==> config.mk <==
export PLATFORM = sky130hd
export DESIGN_NAME = sensor_channel_settings_handler
export DESIGN_NICKNAME = d
export VERILOG_FILES = /design/src/settings_handler_pkg.sv /design/src/sensor_channel_settings_handler.sv
export VERILOG_INCLUDE_DIRS = /design/src
export SDC_FILE = /design/constraint.sdc
export NUM_CORES = 1
export LEC_CHECK = 0
export ABC_AREA = 1
export BUFFER_PORTS_ARGS = -buffer_cell sky130_fd_sc_hd__buf_4
export CAP_MARGIN = 20
export CORE_ASPECT_RATIO = 0.9
export CORE_UTILIZATION = 58
export DETAILED_ROUTE_END_ITERATION = 12
export PLACE_DENSITY = 0.77
export SLEW_MARGIN = 20
export SYNTH_ARGS = -nofsm -noshare
export SYNTH_HDL_FRONTEND = slang
export SYNTH_SLANG_ARGS = --single-unit
==> constraint.sdc <==
create_clock -name clock_i -period 34.7 [get_ports clock_i]
set_input_delay 6.94 -clock clock_i [delete_from_list [all_inputs] [get_ports clock_i]]
set_output_delay 6.94 -clock clock_i [all_outputs]
set_load 0.01 [all_outputs]
==> src/settings_handler_regs.svh <==
// Purpose: Offsets, field positions, reset values and limits of the
//          sensor channel settings handler.
// Assumes: Byte addresses, one 32-bit word per register.
// Notes:   Definitions only.
`ifndef SETTINGS_HANDLER_REGS_SVH
`define SETTINGS_HANDLER_REGS_SVH

// ==========================================================
// Register offsets
`define ADR_VAVG 8'h00
`define ADR_VBW 8'h04
`define ADR_BUFSZ 8'h08
`define ADR_BUFTYPE 8'h0c
`define ADR_GAIN 8'h10
`define ADR_GAIN_ALIAS 8'h14
`define ADR_ERR 8'h18
`define ADR_GAIN_MIN 8'h1c
`define ADR_GAIN_MAX 8'h20

// ==========================================================
// Field positions of the error register
`define ERR_CODE_MSB 15
`define ERR_UPPER_BIT 16
`define ERR_STICKY_BIT 17

// ==========================================================
// Reset values and limits
`define RST_VAVG 1'b1
`define RST_BUFSZ 12'h001
`define BUFSZ_MIN 12'h001
`define BUFSZ_MAX_DEF 2048
`define RST_GAIN 8'h64
`define GAIN_MIN 8'h01
`define GAIN_MAX 8'h96
`define GAIN_SCALE 8'h64

// ==========================================================
// Error codes, two's complement
`define ERR_HW_MISSING 16'hff0f
`define ERR_CONFLICT 16'hff23
`define ERR_RANGE 16'hff22
`define ERR_ILLEGAL 16'hff20

// ==========================================================
// Buffer measurement type words, four ASCII characters
`define MT_WORD_PEAK 32'h5045414b
`define MT_WORD_RATIO 32'h50544156
`define MT_WORD_AVERAGE 32'h41564552
`define MT_WORD_MIN 32'h4d494e20

`endif

==> src/settings_handler_pkg.sv <==
// Purpose: Types of the sensor channel settings handler.
// Assumes: Nothing else.
// Notes:   Constants live in settings_handler_regs.svh.
package settings_handler_pkg;

  // ========================================================
  // Attached sensor class
  typedef enum logic [1:0] {
    SENS_NONE,
    SENS_OTHER,
    SENS_BUF_ONLY,
    SENS_PEAK
  } sensor_t;

  // ========================================================
  // Video bandwidth choice
  typedef enum logic [1:0] {
    BW_OFF,
    BW_LOW,
    BW_BANDWIDTH_CHOICE_A,
    BW_HIGH
  } bw_t;

  // ========================================================
  // Buffer measurement type
  typedef enum logic [1:0] {
    MT_PEAK,
    MT_RATIO,
    MT_AVERAGE,
    MT_MIN
  } mtype_t;

endpackage

==> src/sensor_channel_settings_handler.sv <==
// Purpose: Per-channel settings handler: video averaging, video
//          bandwidth, buffer size and type, gain correction.
// Assumes: Sensor and trigger status inputs come from logic on
//          clock_i, so they are read without synchronisers.
// Notes:   Errors are reported as a one-cycle pulse with a code.
// Behaviour
// - Video averaging enable, on at reset
// - Video commands on wrong sensor give -241
// - Video commands in averaging mode give -221
// - Four bandwidth choices, off at reset, queryable
// - Non-off bandwidth enables flattening, off none
// - Buffer size 1 to 2048, one at reset
// - Out-of-range size clipped, -222 names limit
// - Nonzero sweep step overrides buffer size
// - Size write during sweep gives -221
// - Size set with trace on reverts display
// - Buffer commands without suitable sensor give -241
// - Buffer commands in free-run give -221
// - Four buffer types, average at reset
// - Type in average mode or internal trigger -221
// - Unknown type string gives -224
// - Gain 1 to 150 percent, 100 at reset
// - Every result multiplied by gain over hundred
// - Both gain keywords behave identically
`timescale 1ns/10ps
`include "settings_handler_regs.svh"

module sensor_channel_settings_handler #(
  parameter int MEAS_W = 24,
  parameter int BUFSZ_MAX = `BUFSZ_MAX_DEF
) (
  input logic clock_i,
  input logic rstn_i,
  input logic ce_i,
  input logic [7:0] addr_i,
  input logic [31:0] wr_data_i,
  input logic wr_i,
  input logic rd_i,
  input settings_handler_pkg::sensor_t sensor_kind_i,
  input logic sensor_avg_mode_i,
  input logic free_run_i,
  input logic trig_external_i,
  input logic [11:0] sweep_step_count_i,
  input logic trace_on_i,
  input logic dual_chan_i,
  input logic [MEAS_W-1:0] meas_i,
  input logic meas_valid_i,
  output logic [31:0] rd_data_o,
  output logic err_valid_o,
  output logic [15:0] err_code_o,
  output logic err_upper_o,
  output logic video_averaging_enable_o,
  output settings_handler_pkg::bw_t video_bandwidth_select_o,
  output logic flatten_en_o,
  output logic [11:0] buf_size_o,
  output settings_handler_pkg::mtype_t buffer_measurement_type_o,
  output logic [7:0] gain_correction_factor_o,
  output logic revert_o,
  output logic revert_analog_o,
  output logic [MEAS_W:0] result_o,
  output logic result_valid_o
);

  // ========================================================
  // Elaboration checks
  // The buffer size field is twelve bits wide
  if (BUFSZ_MAX < 1 || BUFSZ_MAX > 4095) begin : g_bad_bufsz
    $error("BUFSZ_MAX must lie in 1..4095");
  end
  if (MEAS_W < 1 || MEAS_W > 48) begin : g_bad_meas
    $error("MEAS_W must lie in 1..48");
  end

  localparam logic [11:0] BUF_MAX = 12'(BUFSZ_MAX);

  // ========================================================
  // State
  typedef struct packed {
    logic vavg;
    settings_handler_pkg::bw_t bw;
    logic flatten;
    logic [11:0] buf_size;
    settings_handler_pkg::mtype_t mtype;
    logic [7:0] gain;
    logic [15:0] err_code;
    logic err_upper;
    logic err_sticky;
    logic err_pulse;
    logic revert;
    logic revert_analog;
    logic [31:0] rd_data;
    logic [MEAS_W:0] result;
    logic res_valid;
  } state_t;

  state_t st_ff;
  state_t nxt;

  logic err_set;
  logic [15:0] err_code;
  logic err_hi;
  logic vid_ok;
  logic buf_ok;
  logic [MEAS_W+7:0] prod;
  logic [MEAS_W+7:0] quot;

  // ========================================================
  // Next-state logic
  always_comb begin
    nxt = st_ff;
    nxt.rd_data = 32'h0;
    nxt.err_pulse = 1'b0;
    nxt.revert = 1'b0;
    nxt.res_valid = 1'b0;
    err_set = 1'b0;
    err_code = 16'h0000;
    err_hi = 1'b0;
    vid_ok = 1'b0;
    buf_ok = 1'b0;
    prod = {8'h00, meas_i} * {{MEAS_W{1'b0}}, st_ff.gain};
    quot = prod / {{MEAS_W{1'b0}}, `GAIN_SCALE};

    if (rd_i) begin
      case (addr_i)
        `ADR_VAVG: nxt.rd_data = {31'h0, st_ff.vavg};
        `ADR_VBW: nxt.rd_data = {30'h0, st_ff.bw};
        `ADR_BUFSZ: nxt.rd_data = {20'h0, st_ff.buf_size};
        `ADR_BUFTYPE: begin
          case (st_ff.mtype)
            settings_handler_pkg::MT_PEAK: nxt.rd_data = `MT_WORD_PEAK;
            settings_handler_pkg::MT_RATIO: nxt.rd_data = `MT_WORD_RATIO;
            settings_handler_pkg::MT_AVERAGE: nxt.rd_data = `MT_WORD_AVERAGE;
            default: nxt.rd_data = `MT_WORD_MIN;
          endcase
        end
        `ADR_GAIN, `ADR_GAIN_ALIAS: nxt.rd_data = {24'h0, st_ff.gain};
        `ADR_ERR: nxt.rd_data = {14'h0, st_ff.err_sticky,
                                 st_ff.err_upper, st_ff.err_code};
        `ADR_GAIN_MIN: nxt.rd_data = {24'h0, `GAIN_MIN};
        `ADR_GAIN_MAX: nxt.rd_data = {24'h0, `GAIN_MAX};
        default: nxt.rd_data = 32'h0;
      endcase
    end

    // sweep step count replaces buffer size, clamped to range
    if (sweep_step_count_i != 12'h000) begin
      if (sweep_step_count_i > BUF_MAX) begin
        nxt.buf_size = BUF_MAX;
      end else begin
        nxt.buf_size = sweep_step_count_i;
      end
    end

    // Clear of the sticky error; a same-cycle error sets it again
    if (wr_i && addr_i == `ADR_ERR) begin
      nxt.err_sticky = 1'b0;
    end

    if (wr_i) begin
      case (addr_i)
        `ADR_VAVG, `ADR_VBW: begin
          if (sensor_kind_i != settings_handler_pkg::SENS_PEAK) begin
            err_set = 1'b1;
            err_code = `ERR_HW_MISSING;
          end else if (sensor_avg_mode_i) begin
            err_set = 1'b1;
            err_code = `ERR_CONFLICT;
          end else begin
            vid_ok = 1'b1;
          end
          if (vid_ok && addr_i == `ADR_VAVG) begin
            nxt.vavg = wr_data_i[0];
          end
          if (vid_ok && addr_i == `ADR_VBW) begin
            if (wr_data_i[31:2] != 30'h0) begin
              err_set = 1'b1;
              err_code = `ERR_ILLEGAL;
            end else begin
              nxt.bw = settings_handler_pkg::bw_t'(wr_data_i[1:0]);
            end
          end
        end
        `ADR_BUFSZ: begin
          if (sensor_kind_i == settings_handler_pkg::SENS_NONE ||
              sensor_kind_i == settings_handler_pkg::SENS_OTHER) begin
            err_set = 1'b1;
            err_code = `ERR_HW_MISSING;
          end else if (free_run_i) begin
            err_set = 1'b1;
            err_code = `ERR_CONFLICT;
          end else if (sweep_step_count_i != 12'h000) begin
            err_set = 1'b1;
            err_code = `ERR_CONFLICT;
          end else begin
            buf_ok = 1'b1;
          end
          if (buf_ok) begin
            if ($signed(wr_data_i) < 32'sh1) begin
              nxt.buf_size = `BUFSZ_MIN;
              err_set = 1'b1;
              err_code = `ERR_RANGE;
            end else if (wr_data_i > {20'h0, BUF_MAX}) begin
              nxt.buf_size = BUF_MAX;
              err_set = 1'b1;
              err_code = `ERR_RANGE;
              err_hi = 1'b1;
            end else begin
              nxt.buf_size = wr_data_i[11:0];
            end
            if (trace_on_i) begin
              nxt.revert = 1'b1;
              nxt.revert_analog = ~dual_chan_i;
            end
          end
        end
        `ADR_BUFTYPE: begin
          if (sensor_kind_i != settings_handler_pkg::SENS_PEAK) begin
            err_set = 1'b1;
            err_code = `ERR_HW_MISSING;
          // acquisition, sensor mode or trigger conflict
          end else if (free_run_i || sensor_avg_mode_i ||
                       !trig_external_i) begin
            err_set = 1'b1;
            err_code = `ERR_CONFLICT;
          end else begin
            case (wr_data_i)
              `MT_WORD_PEAK: nxt.mtype = settings_handler_pkg::MT_PEAK;
              `MT_WORD_RATIO: nxt.mtype = settings_handler_pkg::MT_RATIO;
              `MT_WORD_AVERAGE: nxt.mtype = settings_handler_pkg::MT_AVERAGE;
              `MT_WORD_MIN: nxt.mtype = settings_handler_pkg::MT_MIN;
              default: begin
                err_set = 1'b1;
                err_code = `ERR_ILLEGAL;
              end
            endcase
          end
        end
        // both gain offsets share one path
        `ADR_GAIN, `ADR_GAIN_ALIAS: begin
          if ($signed(wr_data_i) < 32'sh1) begin
            nxt.gain = `GAIN_MIN;
            err_set = 1'b1;
            err_code = `ERR_RANGE;
          end else if (wr_data_i > {24'h0, `GAIN_MAX}) begin
            nxt.gain = `GAIN_MAX;
            err_set = 1'b1;
            err_code = `ERR_RANGE;
            err_hi = 1'b1;
          end else begin
            nxt.gain = wr_data_i[7:0];
          end
        end
        default: err_set = 1'b0;
      endcase
    end

    // Error report; set wins over a clear in the same cycle
    if (err_set) begin
      nxt.err_pulse = 1'b1;
      nxt.err_code = err_code;
      nxt.err_upper = err_hi;
      nxt.err_sticky = 1'b1;
    end

    nxt.flatten = (nxt.bw != settings_handler_pkg::BW_OFF);

    // scale each result by gain over one hundred
    if (meas_valid_i) begin
      nxt.result = quot[MEAS_W:0];
      nxt.res_valid = 1'b1;
    end
  end

  // ========================================================
  // State register; clock enable freezes everything
  always_ff @(posedge clock_i or negedge rstn_i) begin
    if (!rstn_i) begin
      st_ff <= '0;
      st_ff.vavg <= `RST_VAVG;
      st_ff.bw <= settings_handler_pkg::BW_OFF;
      st_ff.buf_size <= `RST_BUFSZ;
      st_ff.mtype <= settings_handler_pkg::MT_AVERAGE;
      st_ff.gain <= `RST_GAIN;
    end else if (ce_i) begin
      st_ff <= nxt;
    end
  end

  // ========================================================
  // Outputs, all straight from the state register
  assign rd_data_o = st_ff.rd_data;
  assign err_valid_o = st_ff.err_pulse;
  assign err_code_o = st_ff.err_code;
  assign err_upper_o = st_ff.err_upper;
  assign video_averaging_enable_o = st_ff.vavg;
  assign video_bandwidth_select_o = st_ff.bw;
  assign flatten_en_o = st_ff.flatten;
  assign buf_size_o = st_ff.buf_size;
  assign buffer_measurement_type_o = st_ff.mtype;
  assign gain_correction_factor_o = st_ff.gain;
  assign revert_o = st_ff.revert;
  assign revert_analog_o = st_ff.revert_analog;
  assign result_o = st_ff.result;
  assign result_valid_o = st_ff.res_valid;
endmodule // sensor_channel_settings_handler

Word level (Yosys, flattened, before mapping). Index checks and enable logic that the tools add are counted.

Logic and storage cells: 142. Output and inout port bits: 104. Register bits: 105. Bits of input ports: 89.

Eq/ne operators: 16. Magnitude comparators: 4. Div/mod/pow operators: 1. Reductions and logical operators: 25. Bitwise operators: 3. Multipliers: 1. Mux-type cells: 77.

Operator list (number): 2-to-1 mux 16 bit (16); case mux 31 bit (8 select lines) (1); == test 32 x 31 -> 1 bit (second input constant) (4); case mux 29 bit (3 select lines) (1); 2-to-1 mux 12 bit (6); case mux 16 bit (4 select lines) (1); divider 32 x 7 -> 32 bit (second input constant) (1); == test 8 x 5 -> 1 bit (second input constant) (4); > comparator 32 x 12 -> 1 bit (second input constant) (1); > comparator 32 x 8 -> 1 bit (second input constant) (1); < comparator 32 x 2 -> 1 bit (second input constant) (1); multiplier 24 x 8 -> 32 bit (1); 2-to-1 mux 1 bit (32); 2-to-1 mux 32 bit (1); nonzero test 30 bit (1); 2-to-1 mux 2 bit (12); 2-to-1 mux 8 bit (3); 2-to-1 mux 22 bit (1); == test 8 x 4 -> 1 bit (second input constant) (2); > comparator 12 bit (second input constant) (1); nonzero test 12 bit (1); == test 8 x 3 -> 1 bit (second input constant) (1); == test 8 x 6 -> 1 bit (second input constant) (1); logical NOT 8 bit (1); other kinds (20) (32).

Logic depth before layout (Yosys ltp).
Word-level depth: 11. Depth in mapped cells: 153.

Least setup slack after synthesis. OpenSTA, ideal clock, no wires.

Path type: input port to flip-flop. Start point: input port meas_i[12]. End point: register st_ff, in the netlist result_o[0]. Data arrival time: 21.036 ns. Path buffers: 1. Path slack: 13.551 ns. Stages: 140. Cell sequence: clkbuf_1 nand2_1 inv_1 fa_1 inv_1 fa_1 inv_1 fa_1 inv_1 fa_1 inv_1 ha_1 nand2_1 inv_2 a21oi_1 nor2_1 nor2_1 nand3_1 [... 104 more ...] nor2_2 nand2_2 nand2_4 nand2_1 nand2_2 nor2_2 nand2_2 nand2_2 nand2_1 nand2_2 nor2_1 nand2_1 nand2_1 nand2_1 nand2_1 nand3_1 nand2_1 inv_1.

Cells in the longest elaborated chain, start to end: 2.

RTL lines: start: declaration (line sensor_channel_settings_handler.sv:46) `input logic [MEAS_W-1:0] meas_i,`; multiplier 24 x 8 -> 32 bit (line sensor_channel_settings_handler.sv:120) `prod = {8'h00, meas_i} * {{MEAS_W{1'b0}}, st_ff.gain};`; divider 32 x 7 -> 32 bit (line sensor_channel_settings_handler.sv:121) `` quot = prod / {{MEAS_W{1'b0}}, `GAIN_SCALE}; ``; end signal: assignment (line sensor_channel_settings_handler.sv:285) `st_ff <= nxt;`; end: declaration (line sensor_channel_settings_handler.sv:96) `state_t st_ff;`.

Every way passes these cells. A chain may end at the register's enable or synchronous reset.

Worst setup path after layout. Same ends and word-level chain as after synthesis.

==> reports/metrics.yaml <==
grt_pass1_wl_um: 68300
yosys.area.top_type: "nand2_1"
period_share_pct: 66.0
ys_ff_latch: 84
crit_path_end_kind: "flop"
fp-row-count: 57
max-slew-margin-rel_pct: 30.2
yosys-mux-area-fraction_pct: 0.133
critPathMaxStageDelay_ps: 550
synth_top_family_by_area: "simple AND/OR/NAND/NOR gates"
ys_seq_area_share_pct: 13.2
synth_cell_type_count: 63
die-area_um2: 28200
synth.cell_area_um2: 16000
drc_errors: 0
port-buffer-count: 184
postCtsResizedCells: 0
fin_crit_ps: 22910
clk_latency_ps: 350
fmax_mhz: 43.7
synth_simple_gate_area_share_pct: 36.3
die_w_um: 177
cp.required_ps: 34950
die_y_um: 159
coreArea_um2: 27000
synthCells: 2468
clkSinkCount: 84
hp-class: "reg2reg"
grt_max_degree: 66
final_cell_mix: "nand2_1 (708), inv_1 (500), buf_4 (188)"
cts_tree: "done"
setup_viol: 0
cts_max_level: 3
final.setup.tns_ps: 0
slew_violations: 0
synth_xor_area_share_pct: 2.51
critPathKind: "in2reg"
ant_nets: 0
synth_edf_count: 0
worst_path_max_delay_cell: "fa_1"
fin_skew_ps: 16.2
area_delta_synth_final_pct: 7.66
path_clk_slew_ps: 70
dp_hpwl_um: 33100
drtPass1Iterations: 6
ys_warn_count: 0
netlist.area_leader.share_pct: 16.6
drive_gt1_share_pct: 17.0
gp_congestion: 0.945
hold_violations: 0
cts-buffers-inserted: 9
grt.overflow.total: 0
clockBufferDepth: 2
synth_compound_area_share_pct: 8.14
grt_usage_pct: 29.4
start_util_pct: 59.1
antenna_found_initial: 1
boundaryPins: 193
nets: 2797
status: "finished clean"
startpoint_type: "input port"
maxCapViolCount: 0
finalNonFillerCells: 2879
cp_data_arrival_time_ps: 23150
synthArstFlopShare_pct: 100
tightestPinTransition_ps: 1050
post_cts_buffers: 0
routed_via_density: 5.27
ctsHoldBuffers: 0
drt_iter0_drc: 1001
vias: 15184
layout_commonest_cell: "nand2_1"
grt_pass1_vias: 14802
wl_per_cell_um: 13.9
syn_area_per_cell_um2: 6.47
rsz0062_at_grt: "no"
synth_adder_area_share_pct: 21.0
synthFlopType: "dfrtp_1"
ys_top_cells_by_area: "nand2_1 (17%), fa_1 (17%), dfrtp_1 (12%)"
wirelength_um: 40200
critical_path.most_common_cell: "nand2_2"
cts_root_buf: "clkbuf_16"
critPathMaxFanout: 9
placed_cells: 2862
## routing by layer
metal	global-route usage [%]	wire length (µm)
met1	36.9	17100
met2	52.3	20100
met3	3.34	2060
met4	8.86	918
met5	0	0
## synth_stat cells, drive strengths merged (20+ instances only)
| library cell | instances |
|---|---|
| nand3 | 161 |
| inv | 529 |
| o21ai | 106 |
| ha | 57 |
| nand4 | 61 |
| dfrtp | 78 |
| nand2 | 821 |
| buf | 98 |
| nor2 | 150 |
| fa | 132 |
| xor2 | 27 |
| clkbuf | 57 |
| a21oi | 45 |
| a31oi | 20 |
## cell type report
type / instances / area (µm²)
inverters: 540 / 2030
well taps: 354 / 443
clock buffers: 10 / 239
diodes: 1 / 2.50
flip-flops and latches: 84 / 2110
repair buffers: 188 / 1410
clock inverters: 6 / 55.1
fillers: 2452 / 9840
multi-input cells: 1696 / 10900
## cell families (layout without fill, tap and decap cells)
| logic type | after synthesis | after routing |
|---|---|---|
| AO/OA/AOI/OAI | 220 | 220 |
| multiplexers | 2 | 2 |
| flip-flops | 84 | 84 |
| AND/OR/NAND/NOR | 1233 | 1233 |
| other | 1 | 9 |
| buffers and inverters | 695 | 744 |
| adder cells (fa/ha/maj) | 189 | 189 |
| XOR/XNOR | 44 | 44 |
## registers in the layout, summed over array words and instances (netlist names)
signal and count:
revert_analog_o 1, revert_o 1, err_code_o 5, result_valid_o 1, buf_size_o 12, video_averaging_enable_o 1, buffer_measurement_type_o 2, result_o 25
err_valid_o 1, st_ff 1, flatten_en_o 1, gain_correction_factor_o 8, video_bandwidth_select_o 2, err_upper_o 1, rd_data_o 22
## metrics by stage
stage	hold slack, ps	setup WS [ps]	cell area [µm²]	utilization [%]
after floorplan	450	13550	16000	-
after global placement	460	12140	16900	62.5
after detailed placement	462	11530	16900	62.5
after CTS	476	11860	17200	63.6
after global routing	501	9930	17200	63.6
final	471	11790	17200	63.6
## worst paths after layout
kind	cells past startpoint	from	end	slack, ps
setup / recovery	134	meas_i[12]	result_o[0]$_DFFE_PN0P_	11790
setup reg to reg	135	gain_correction_factor_o[4]$_DFFE_PN0P_	result_o[0]$_DFFE_PN0P_	17460
max in group asynchronous	2	rstn_i	result_o[19]$_DFFE_PN0P_	27070
hold reg to reg	2	revert_analog_o$_DFFE_PN0P_	revert_analog_o$_DFFE_PN0P_	470
hold / removal	2	revert_analog_o$_DFFE_PN0P_	revert_analog_o$_DFFE_PN0P_	470
min in group asynchronous	1	rstn_i	buf_size_o[10]$_DFFE_PN0P_	6460
## worst max-delay path, delay by kind of cell
family	cells	cell delay, ps
compound gates	4	660
xor+xnor	2	690
fa+ha+maj	5	2480
simple gates	111	11470
buf+inv	12	860
Power is left out: the tool's default activity adds up to more than one toggle a clock period on the data nets, which glitch-free logic cannot reach.
